## config.mk

```make
export PLATFORM = sky130hd
export DESIGN_NAME = phy_id_and_an_advert_regs
export DESIGN_NICKNAME = d
export VERILOG_FILES = /design/src/phy_regs_pkg.sv /design/src/phy_id_and_an_advert_regs.sv /design/src/phy_port_regs.sv
export VERILOG_INCLUDE_DIRS = /design/src
export SDC_FILE = /design/constraint.sdc
export NUM_CORES = 1
export LEC_CHECK = 0
export ABC_AREA = 1
export CORE_UTILIZATION = 55
export CTS_CLUSTER_DIAMETER = 60
export DETAILED_ROUTE_END_ITERATION = 12
export DONT_BUFFER_PORTS = 1
export HOLD_SLACK_MARGIN = 0.12
export PLACE_DENSITY = 0.73
export SLEW_MARGIN = 5
export SYNTH_ARGS = -nofsm -noshare
export SYNTH_HDL_FRONTEND = slang
export SYNTH_SLANG_ARGS = --single-unit
```

## constraint.sdc

```tcl
create_clock -name clock_i -period 1.3 [get_ports clock_i]
set_input_delay 0.13 -clock clock_i [delete_from_list [all_inputs] [get_ports clock_i]]
set_output_delay 0.13 -clock clock_i [all_outputs]
set_load 0.01 [all_outputs]
```

## src/phy_regs_cfg.svh

```systemverilog
`ifndef PHY_REGS_CFG_SVH
`define PHY_REGS_CFG_SVH
// Contract
// - The ID high register holds OUI bits 3 to 18 in bits 15:0, RW.
// - The ID low register holds OUI bits 19 to 24 in bits 15:10, RW.
// - The ID low register holds a 6-bit model number in bits 9:4, RW.
// - The ID low register holds a 4-bit revision in bits 3:0, RW.
// - The loader rewrites the advertisement after reset and reload.
// - Advert bit 13 is RW remote fault advertisement, reset 0.
// - Advert bit 11 is asymmetric pause, bit 10 symmetric pause, RW.
// - Advert bits 8 and 7 are RW 100BASE-X full/half duplex, reset 1.
// - Advert bits 4:0 are an RW selector field, reset 00001b.
// - Manual strap 0 gives sym 1 and asym from the FD strap, else 0.
// - Advert bit 6 defaults to autoneg OR (NOT speed AND duplex).
// - Advert bit 5 defaults to autoneg OR NOT speed.
// - Straps are caught as reset is released and held until reset.

`define NUM_PORTS      2
`define IDX_ID_HIGH    3'h2
`define IDX_ID_LOW     3'h3
`define IDX_AN_ADV     3'h4
`define PORT_SEL_BIT   5
`define IDX_MSB        4
`define IDX_LSB        2
`define ADDR_HI_MSB    7
`define ADDR_HI_LSB    6
`define CTRL_ADDR      8'h40
`define STAT_ADDR      8'h44
`define CTRL_RELOAD    0
`define STAT_P1_LSB    8
`define STAT_DONE_OFS  5
`define STAT_RUN_BIT   16
`define OUI_LO_LSB     10
`define MODEL_LSB      4
`define REV_LSB        0
`define ADV_WR_MASK    16'h3dff
`define ADV_RF_BIT     13
`define ADV_RSV_BIT    12
`define ADV_ASYM_BIT   11
`define ADV_SYM_BIT    10
`define ADV_FD100_BIT  8
`define ADV_HD100_BIT  7
`define ADV_FD10_BIT   6
`define ADV_HD10_BIT   5
`define ADV_SEL_MSB    4
`define ADV_SEL_LSB    0
`define ADV_RF_RST     1'h0
`define ADV_RSV_RST    1'h0
`define ADV_100_RST    1'h1
`define ADV_SEL_RST    5'h01
`define RESP_OKAY      2'h0
`define RESP_SLVERR    2'h2
`endif

```

## src/phy_regs_pkg.sv

```systemverilog
package phy_regs_pkg;
	typedef logic [15:0] reg16_t;
	typedef enum logic [1:0] {
		ST_RESET   = 2'h0,
		ST_CAPTURE = 2'h1,
		ST_RUN     = 2'h3
	} init_state_e;
	typedef struct packed {
		logic autoneg;
		logic speed;
		logic duplex;
		logic manual_fc;
		logic fd_fc;
	} strap_s;
endpackage : phy_regs_pkg
```

## src/phy_id_and_an_advert_regs.sv

```systemverilog
// The AXI4-Lite register port was left to the implementer.
`timescale 1ns/1ps
`include "phy_regs_cfg.svh"
module phy_id_and_an_advert_regs #(
	parameter logic [15:0] ID_HIGH_DEF = 16'h0a5a,
	parameter logic [5:0]  OUI_LO_DEF  = 6'h2a,
	parameter logic [5:0]  MODEL_DEF   = 6'h15,
	parameter logic [3:0]  REV_DEF     = 4'h2
) (
	input  wire logic        clock_i,
	input  wire logic        rst_i,
	input  wire logic [7:0]  awaddr_i,
	input  wire logic        awvalid_i,
	output logic             awready_o,
	input  wire logic [31:0] wdata_i,
	input  wire logic [3:0]  wstrb_i,
	input  wire logic        wvalid_i,
	output logic             wready_o,
	output logic [1:0]       bresp_o,
	output logic             bvalid_o,
	input  wire logic        bready_i,
	input  wire logic [7:0]  araddr_i,
	input  wire logic        arvalid_i,
	output logic             arready_o,
	output logic [31:0]      rdata_o,
	output logic [1:0]       rresp_o,
	output logic             rvalid_o,
	input  wire logic        rready_i,
	input  wire logic [1:0]  autoneg_strap_i,
	input  wire logic [1:0]  speed_strap_i,
	input  wire logic [1:0]  duplex_strap_i,
	input  wire logic [1:0]  manual_flow_control_pin_setting_i,
	input  wire logic [1:0]  full_duplex_flow_control_pin_setting_i,
	input  wire logic        loader_wr_i,
	input  wire logic        loader_port_i,
	input  wire logic [15:0] loader_data_i,
	output logic             reload_o,
	output phy_regs_pkg::reg16_t adv_port0_o,
	output phy_regs_pkg::reg16_t adv_port1_o
);
	import phy_regs_pkg::*;

	init_state_e state_ff;
	init_state_e nxt_state;
	logic        run;
	logic        init;

	logic        aw_held_ff;
	logic [7:0]  aw_addr_ff;
	logic        w_held_ff;
	logic [15:0] w_data_ff;
	logic [3:0]  w_strb_ff;
	logic        bvalid_ff;
	logic [1:0]  bresp_ff;
	logic        do_write;
	logic        wr_ok;

	logic        rvalid_ff;
	logic [31:0] rdata_ff;
	logic [1:0]  rresp_ff;
	logic [31:0] rd_word;
	logic        rd_ok;

	logic        reload_ff;
	logic        reload_req;
	logic [1:0]  done_ff;

	logic [1:0]  wr_high;
	logic [1:0]  wr_low;
	logic [1:0]  wr_adv;
	logic [1:0]  load;
	reg16_t      id_high [`NUM_PORTS];
	reg16_t      id_low  [`NUM_PORTS];
	reg16_t      adv     [`NUM_PORTS];
	strap_s      strap_in  [`NUM_PORTS];
	strap_s      strap_cap [`NUM_PORTS];

	function automatic logic reg_hit(input logic [7:0] a);
		logic [2:0] idx;
		idx = a[`IDX_MSB:`IDX_LSB];
		reg_hit = (a[`ADDR_HI_MSB:`ADDR_HI_LSB] == 2'h0) &&
			(a[1:0] == 2'h0) &&
			((idx == `IDX_ID_HIGH) || (idx == `IDX_ID_LOW) ||
			(idx == `IDX_AN_ADV));
	endfunction : reg_hit

	// Release sequence: reset, capture straps, run
	always_comb begin
		nxt_state = state_ff;
		case (state_ff)
			ST_RESET: begin
				nxt_state = ST_CAPTURE;
			end
			ST_CAPTURE: begin
				nxt_state = ST_RUN;
			end
			ST_RUN: begin
				nxt_state = ST_RUN;
			end
			default: begin
				nxt_state = ST_RESET;
			end
		endcase
	end

	always_ff @(posedge clock_i) begin
		if (rst_i) begin
			state_ff <= ST_RESET;
		end else begin
			state_ff <= nxt_state;
		end
	end

	assign init = (state_ff == ST_CAPTURE);
	assign run  = (state_ff == ST_RUN);

	// Write address channel
	always_ff @(posedge clock_i) begin
		if (rst_i) begin
			aw_held_ff <= 1'b0;
			aw_addr_ff <= 8'h00;
		end else if (awvalid_i && awready_o) begin
			aw_held_ff <= 1'b1;
			aw_addr_ff <= awaddr_i;
		end else if (do_write) begin
			aw_held_ff <= 1'b0;
		end
	end

	// Write data channel
	always_ff @(posedge clock_i) begin
		if (rst_i) begin
			w_held_ff <= 1'b0;
			w_data_ff <= 16'h0000;
			w_strb_ff <= 4'h0;
		end else if (wvalid_i && wready_o) begin
			w_held_ff <= 1'b1;
			w_data_ff <= wdata_i[15:0];
			w_strb_ff <= wstrb_i;
		end else if (do_write) begin
			w_held_ff <= 1'b0;
		end
	end

	assign awready_o = run && !aw_held_ff;
	assign wready_o  = run && !w_held_ff;
	assign do_write  = aw_held_ff && w_held_ff && !bvalid_ff;
	assign wr_ok = reg_hit(aw_addr_ff) || (aw_addr_ff == `CTRL_ADDR);

	// Write response
	always_ff @(posedge clock_i) begin
		if (rst_i) begin
			bvalid_ff <= 1'b0;
			bresp_ff  <= `RESP_OKAY;
		end else if (do_write) begin
			bvalid_ff <= 1'b1;
			bresp_ff  <= wr_ok ? `RESP_OKAY : `RESP_SLVERR;
		end else if (bready_i) begin
			bvalid_ff <= 1'b0;
		end
	end

	assign bvalid_o = bvalid_ff;
	assign bresp_o  = bresp_ff;

	// Per-port write strobes
	always_comb begin
		for (int p = 0; p < `NUM_PORTS; p++) begin
			logic sel;
			sel = do_write && reg_hit(aw_addr_ff) &&
				(aw_addr_ff[`PORT_SEL_BIT] == p[0]);
			wr_high[p] = sel &&
				(aw_addr_ff[`IDX_MSB:`IDX_LSB] == `IDX_ID_HIGH);
			wr_low[p] = sel &&
				(aw_addr_ff[`IDX_MSB:`IDX_LSB] == `IDX_ID_LOW);
			wr_adv[p] = sel &&
				(aw_addr_ff[`IDX_MSB:`IDX_LSB] == `IDX_AN_ADV);
			load[p] = loader_wr_i && run &&
				(loader_port_i == p[0]);
		end
	end

	// Reload request, also issued once after release
	assign reload_req = do_write && (aw_addr_ff == `CTRL_ADDR) &&
		w_strb_ff[0] && w_data_ff[`CTRL_RELOAD];

	always_ff @(posedge clock_i) begin
		if (rst_i) begin
			reload_ff <= 1'b0;
		end else begin
			reload_ff <= init || reload_req;
		end
	end

	assign reload_o = reload_ff;

	// Loader-done flags, a new load wins over the reload clear
	always_ff @(posedge clock_i) begin
		if (rst_i) begin
			done_ff <= 2'h0;
		end else begin
			for (int p = 0; p < `NUM_PORTS; p++) begin
				if (load[p]) begin
					done_ff[p] <= 1'b1;
				end else if (reload_ff) begin
					done_ff[p] <= 1'b0;
				end
			end
		end
	end

	// Port straps grouped per port
	always_comb begin
		for (int p = 0; p < `NUM_PORTS; p++) begin
			strap_in[p].autoneg   = autoneg_strap_i[p];
			strap_in[p].speed     = speed_strap_i[p];
			strap_in[p].duplex    = duplex_strap_i[p];
			strap_in[p].manual_fc = manual_flow_control_pin_setting_i[p];
			strap_in[p].fd_fc = full_duplex_flow_control_pin_setting_i[p];
		end
	end

	genvar g;
	generate
		for (g = 0; g < `NUM_PORTS; g++) begin : g_port
			phy_port_regs #(
				.ID_HIGH_DEF (ID_HIGH_DEF),
				.OUI_LO_DEF  (OUI_LO_DEF),
				.MODEL_DEF   (MODEL_DEF),
				.REV_DEF     (REV_DEF)
			) u_regs (
				.clock_i     (clock_i),
				.rst_i       (rst_i),
				.init_i      (init),
				.strap_i     (strap_in[g]),
				.wr_high_i   (wr_high[g]),
				.wr_low_i    (wr_low[g]),
				.wr_adv_i    (wr_adv[g]),
				.wr_data_i   (w_data_ff),
				.wr_strb_i   (w_strb_ff[1:0]),
				.load_i      (load[g]),
				.load_data_i (loader_data_i),
				.id_high_o   (id_high[g]),
				.id_low_o    (id_low[g]),
				.adv_o       (adv[g]),
				.strap_o     (strap_cap[g])
			);
		end
	endgenerate

	assign adv_port0_o = adv[0];
	assign adv_port1_o = adv[1];

	// Read decode
	always_comb begin
		logic p;
		p = araddr_i[`PORT_SEL_BIT];
		rd_word = 32'h0000_0000;
		rd_ok = 1'b1;
		if (araddr_i == `CTRL_ADDR) begin
			rd_word = 32'h0000_0000;
		end else if (araddr_i == `STAT_ADDR) begin
			rd_word[`STAT_RUN_BIT] = run;
			rd_word[4:0] = strap_cap[0];
			rd_word[`STAT_DONE_OFS] = done_ff[0];
			rd_word[`STAT_P1_LSB +: 5] = strap_cap[1];
			rd_word[`STAT_P1_LSB + `STAT_DONE_OFS] = done_ff[1];
		end else if (reg_hit(araddr_i)) begin
			case (araddr_i[`IDX_MSB:`IDX_LSB])
				`IDX_ID_HIGH: begin
					rd_word[15:0] = id_high[p];
				end
				`IDX_ID_LOW: begin
					rd_word[15:0] = id_low[p];
				end
				`IDX_AN_ADV: begin
					rd_word[15:0] = adv[p];
				end
				default: begin
					rd_ok = 1'b0;
				end
			endcase
		end else begin
			rd_ok = 1'b0;
		end
	end

	assign arready_o = run && !rvalid_ff;

	always_ff @(posedge clock_i) begin
		if (rst_i) begin
			rvalid_ff <= 1'b0;
			rdata_ff  <= 32'h0000_0000;
			rresp_ff  <= `RESP_OKAY;
		end else if (arvalid_i && arready_o) begin
			rvalid_ff <= 1'b1;
			rdata_ff  <= rd_word;
			rresp_ff  <= rd_ok ? `RESP_OKAY : `RESP_SLVERR;
		end else if (rready_i) begin
			rvalid_ff <= 1'b0;
		end
	end

	assign rvalid_o = rvalid_ff;
	assign rdata_o  = rdata_ff;
	assign rresp_o  = rresp_ff;
endmodule : phy_id_and_an_advert_regs

```

## src/phy_port_regs.sv

```systemverilog
`timescale 1ns/1ps
`include "phy_regs_cfg.svh"
module phy_port_regs #(
	parameter logic [15:0] ID_HIGH_DEF = 16'h0a5a,
	parameter logic [5:0]  OUI_LO_DEF  = 6'h2a,
	parameter logic [5:0]  MODEL_DEF   = 6'h15,
	parameter logic [3:0]  REV_DEF     = 4'h2
) (
	input  wire logic                 clock_i,
	input  wire logic                 rst_i,
	input  wire logic                 init_i,
	input  wire phy_regs_pkg::strap_s strap_i,
	input  wire logic                 wr_high_i,
	input  wire logic                 wr_low_i,
	input  wire logic                 wr_adv_i,
	input  wire logic [15:0]          wr_data_i,
	input  wire logic [1:0]           wr_strb_i,
	input  wire logic                 load_i,
	input  wire logic [15:0]          load_data_i,
	output phy_regs_pkg::reg16_t      id_high_o,
	output phy_regs_pkg::reg16_t      id_low_o,
	output phy_regs_pkg::reg16_t      adv_o,
	output phy_regs_pkg::strap_s      strap_o
);
	import phy_regs_pkg::*;

	reg16_t id_high_ff;
	reg16_t id_low_ff;
	reg16_t adv_ff;
	strap_s strap_ff;

	function automatic reg16_t merge(input reg16_t old, input reg16_t nw,
		input logic [1:0] strb);
		merge = {strb[1] ? nw[15:8] : old[15:8],
			strb[0] ? nw[7:0] : old[7:0]};
	endfunction : merge

	function automatic reg16_t adv_default(input strap_s s);
		reg16_t v;
		v = 16'h0000;
		v[`ADV_RF_BIT] = `ADV_RF_RST;
		v[`ADV_RSV_BIT] = `ADV_RSV_RST;
		v[`ADV_SYM_BIT] = ~s.manual_fc;
		v[`ADV_ASYM_BIT] = ~s.manual_fc & s.fd_fc;
		v[`ADV_FD100_BIT] = `ADV_100_RST;
		v[`ADV_HD100_BIT] = `ADV_100_RST;
		v[`ADV_FD10_BIT] = s.autoneg | (~s.speed & s.duplex);
		v[`ADV_HD10_BIT] = s.autoneg | ~s.speed;
		v[`ADV_SEL_MSB:`ADV_SEL_LSB] = `ADV_SEL_RST;
		adv_default = v;
	endfunction : adv_default

	// Strap copy for this port only
	always_ff @(posedge clock_i) begin
		if (rst_i) begin
			strap_ff <= '0;
		end else if (init_i) begin
			strap_ff <= strap_i;
		end
	end

	always_ff @(posedge clock_i) begin
		if (rst_i) begin
			id_high_ff <= ID_HIGH_DEF;
		end else if (wr_high_i) begin
			id_high_ff <= merge(id_high_ff, wr_data_i, wr_strb_i);
		end
	end

	always_ff @(posedge clock_i) begin
		if (rst_i) begin
			id_low_ff <= {OUI_LO_DEF, MODEL_DEF, REV_DEF};
		end else if (wr_low_i) begin
			id_low_ff <= merge(id_low_ff, wr_data_i, wr_strb_i);
		end
	end

	// Loader wins over a software write in the same cycle
	always_ff @(posedge clock_i) begin
		if (rst_i) begin
			adv_ff <= adv_default('0);
		end else if (init_i) begin
			adv_ff <= adv_default(strap_i);
		end else if (load_i) begin
			adv_ff <= load_data_i & `ADV_WR_MASK;
		end else if (wr_adv_i) begin
			adv_ff <= merge(adv_ff, wr_data_i, wr_strb_i) & `ADV_WR_MASK;
		end
	end

	assign id_high_o = id_high_ff;
	assign id_low_o  = id_low_ff;
	assign adv_o     = adv_ff;
	assign strap_o   = strap_ff;
endmodule : phy_port_regs

```

==> flow_summary_export.csv <==
group,metric,value,unit
placement,place.port_buffers,0,
sta,worst_slew_pin_slew,0.945,ns
clock_network,htree_levels,4,
detailed_routing,post_drt_wl_per_cell,19.5,µm
setup_path,cp_common_cell,"nor2_4",
sta,hold_violations,57,
synthesis,synthTopCellsByCount,"nand2_1 (304), dfxtp_1 (154), nor2_1 (152)",
synthesis,syn_area,7310,µm²
sta,clock_skew,0.00992,ns
synthesis,synth_ff_type,"dfxtp_1",
sta,final.setup.tns,-32.07,ns
detailed_routing,final_antenna_net_count,0,
layout,area_delta_synth_final,41.0,%
layout,stdcell_area,10300,µm²
sta,setup_viol,131,
global_routing,grt_pass1_vias,7160,
global_routing,grt_util_all_layers,0.357,
synthesis,synth-seq-area-share,0.422,
setup_path,crit_path_start_kind,"flip-flop",
power,vdd_drop_max,0.00187,V
power,powerDensity,1080,nW/µm²
synthesis,synthTopCellsByArea,"dfxtp_1 (42%), nand2_1 (16%), nor2_1 (7.8%), o21ai_0 (7.3%), a21oi_1 (4.9%)",
status,status,"finished, violations left",
clock_network,cts_inserted_buffers,17,
synthesis,synthCells,1073,
synthesis,synth-compound-area-share,0.147,
floorplanning,num_rows,41,
synthesis,synth_cell_types,32,
sta,period_needed,1.75,ns
synthesis,yosys.area_share.xor_xnor,0,
clock_network,path_clk_slew,0.06,ns
sta,relSlewSlack,0.368,
synthesis,syn_avg_cell_area,6.81,µm²
synthesis,synth_mux_area_frac,0,
run,drv_cap,0,
min_path,hp-class,"primary input to flip-flop",
synthesis,yosys_register_bits,154,
detailed_routing,first_pass_iters,5,
setup_path,cpPeakStageDelay,0.35,ns
clock_network,clock-sinks,154,
global_routing,grt_overflow,0,
layout,multiInputGateArea,4340,µm²
setup_path,worstSetupPathType,"flip-flop to flip-flop",
min_path,hold_path_depth,1,
layout,finalNetCount,1308,
sta,min_period_over_period,1.34,
clock_network,cts-root-buf,"clkbuf_16",
synthesis,async_reset_ff_frac,0,
status,violations,"hold timing, setup timing",
floorplanning,dieArea,13700,µm²
detailed_routing,vias_per_cell,5.78,
synthesis,yosys.area.top_type_share,0.422,
sta,drv_slew,0,
global_routing,grt_pass1_wl,36400,µm
setup_path,cp_top_family,"simple AND/OR/NAND/NOR gates",
global_routing,antenna_found_initial,1,
floorplanning,coreArea,12800,µm²
synthesis,synth_edf_count,0,
clock_network,cts_buffer_depth,2,
setup_path,cp_cell_sequence,"nor2_4 > nand2_2 > nor2_4 > nand2_8 > nor2_8 > nand2_4 > nor2_4 > inv_2 > o21ai_0 > nor2_1",
setup_path,crit_path_end_kind,"flip-flop",
setup_path,critPathArrivalTime,2.06,ns
detailed_routing,wirelength,27400,µm
sta,fin_hold_ws,-0.237,ns
clock_network,clock_latency,0.44,ns
placement,place_area,8280,µm²
detailed_routing,drt-initial-drc-count,1032,
synthesis,synth_top_cell_by_area,"dfxtp_1",
power,p_leak,0.00460,µW
synthesis,synthSimpleGateAreaFrac,0.337,
floorplanning,initial_utilization,0.572,
floorplanning,num_io_pins,161,
placement,gp_congestion,0.884,
floorplanning,die_height,117,µm
detailed_routing,vias,8129,
floorplanning,fp.dieW,117,µm
placement,hpwl,15800,µm
layout,seq_area,3100,µm²
sta,setup_slack,-0.446,ns
setup_path,critPathSlowestCell,"dfxtp_1",
setup_path,crit_cells,10,
synthesis,synthAdderAreaFrac,0,
layout,layout-drive-gt1-share,0.290,
setup_path,cp_max_fo,4,
setup_path,required,1.62,ns
synthesis,synth_top_family_by_area,"simple AND/OR/NAND/NOR gates",
layout,fillCellCount,779,
power,total_power,11200,µW
sta,rsz0062_at_grt,"true",
synthesis,yosysWarnings,0,
synthesis,yosysMostFrequentCell,"nand2_1",
global_routing,grt_max_degree,61,
setup_path,cp_num_buf_inv,1,
setup_path,r2r_cells,10,
clock_network,cts_tree,"built",
sta,fmax,573,MHz
detailed_routing,drc_errors,0,
[per-stage QoR]
stage | hold WS [ns] | std cells | utilization | worst slack [ns]
after floorplan | 0.268 | 1095 | - | -0.136
after global placement | 0.200 | 1316 | 0.649 | -0.228
after detailed placement | 0.205 | 1316 | 0.649 | -0.277
after CTS | -0.247 | 1394 | 0.766 | -0.271
after global routing | -0.250 | 1407 | 0.806 | -0.492
final | -0.237 | 1407 | 0.806 | -0.446
[placed cells by master (no fill, tap or decap), drive strengths merged]
master / count
a211oi: 2
a21oi: 72
a22o: 4
buf: 137
bufinv: 3
clkbuf: 18
clkinv: 6
clkinvlp: 7
conb: 23
dfxtp: 154
diode: 1
dlygate4sd3: 37
inv: 77
nand2: 313
nand3: 61
nand4: 11
nor2: 173
nor3: 2
nor3b: 4
o211ai: 7
o21ai: 120
o21bai: 1
o22ai: 1
or2: 1
[worst paths after layout]
check / start / to / slack (ns)
max reg2reg: aw_addr_ff[6] / g_port[0].u_regs.id_low_o[12] / -0.45
max: aw_addr_ff[6] / g_port[0].u_regs.id_low_o[12] / -0.45
min reg2reg: g_port[0].u_regs.id_high_o[9] / g_port[0].u_regs.id_high_o[9] / 0.46
min: rst_i / rdata_o[8] / -0.24
[power breakdown]
group          internal (µW)  switching [µW]  leakage [µW]
Sequential              4800             103       0.00125
Combinational            429             609       0.00306
Clock                   3070            2140      0.000281
Total                   8300            2850       0.00460
[sequential cells by signal, summed over array words and instances (netlist names)]
signal and count:
aw_addr_ff 8, aw_held_ff 1, bresp_o 1, bvalid_o 1, done_ff 2, g_port.u_regs.adv_o 26
g_port.u_regs.id_high_o 32, g_port.u_regs.id_low_o 32, g_port.u_regs.strap_o 10, rdata_o 17, reload_o 1, rresp_o 1
rvalid_o 1, state_ff 2, w_data_ff 16, w_held_ff 1, w_strb_ff 2
[final cells by class]
type                       count  share of cell area
multi-input combinational    795               0.422
sequential                   154               0.301
timing repair buffer         174               0.164
clock buffer                  18              0.0426
inverter                      79              0.0323
tap                          172              0.0209
clock inverter                14              0.0166
antenna                        1            0.000243
[metal layers]
metal | GRT usage | vias up | share of wire | routed length (µm)
li1 | - | 3723 | - | -
met1 | 0.440 | 3736 | 0.37 | 10000
met2 | 0.567 | 535 | 0.48 | 13100
met3 | 0.0958 | 135 | 0.11 | 2890
met4 | 0.196 | 0 | 0.050 | 1380
met5 | 0 | - | 0 | 0
[cell families after synthesis]
family | count (synthesis)
flip-flops | 154
AO/OA/AOI/OAI | 207
AND/OR/NAND/NOR | 563
other | 1
buffers and inverters | 148
[repair_timing]
action                                 4_1_cts  5_1_grt
gates cloned                                 5        1
endpoints found under the hold margin      109       76
setup buffers                               10        6
hold buffers                                31        6
setup endpoints to repair                  129      137
pin swaps                                   46       37
resized for setup                          138      117
No activity file was read; power rests on OpenSTA's default activity.
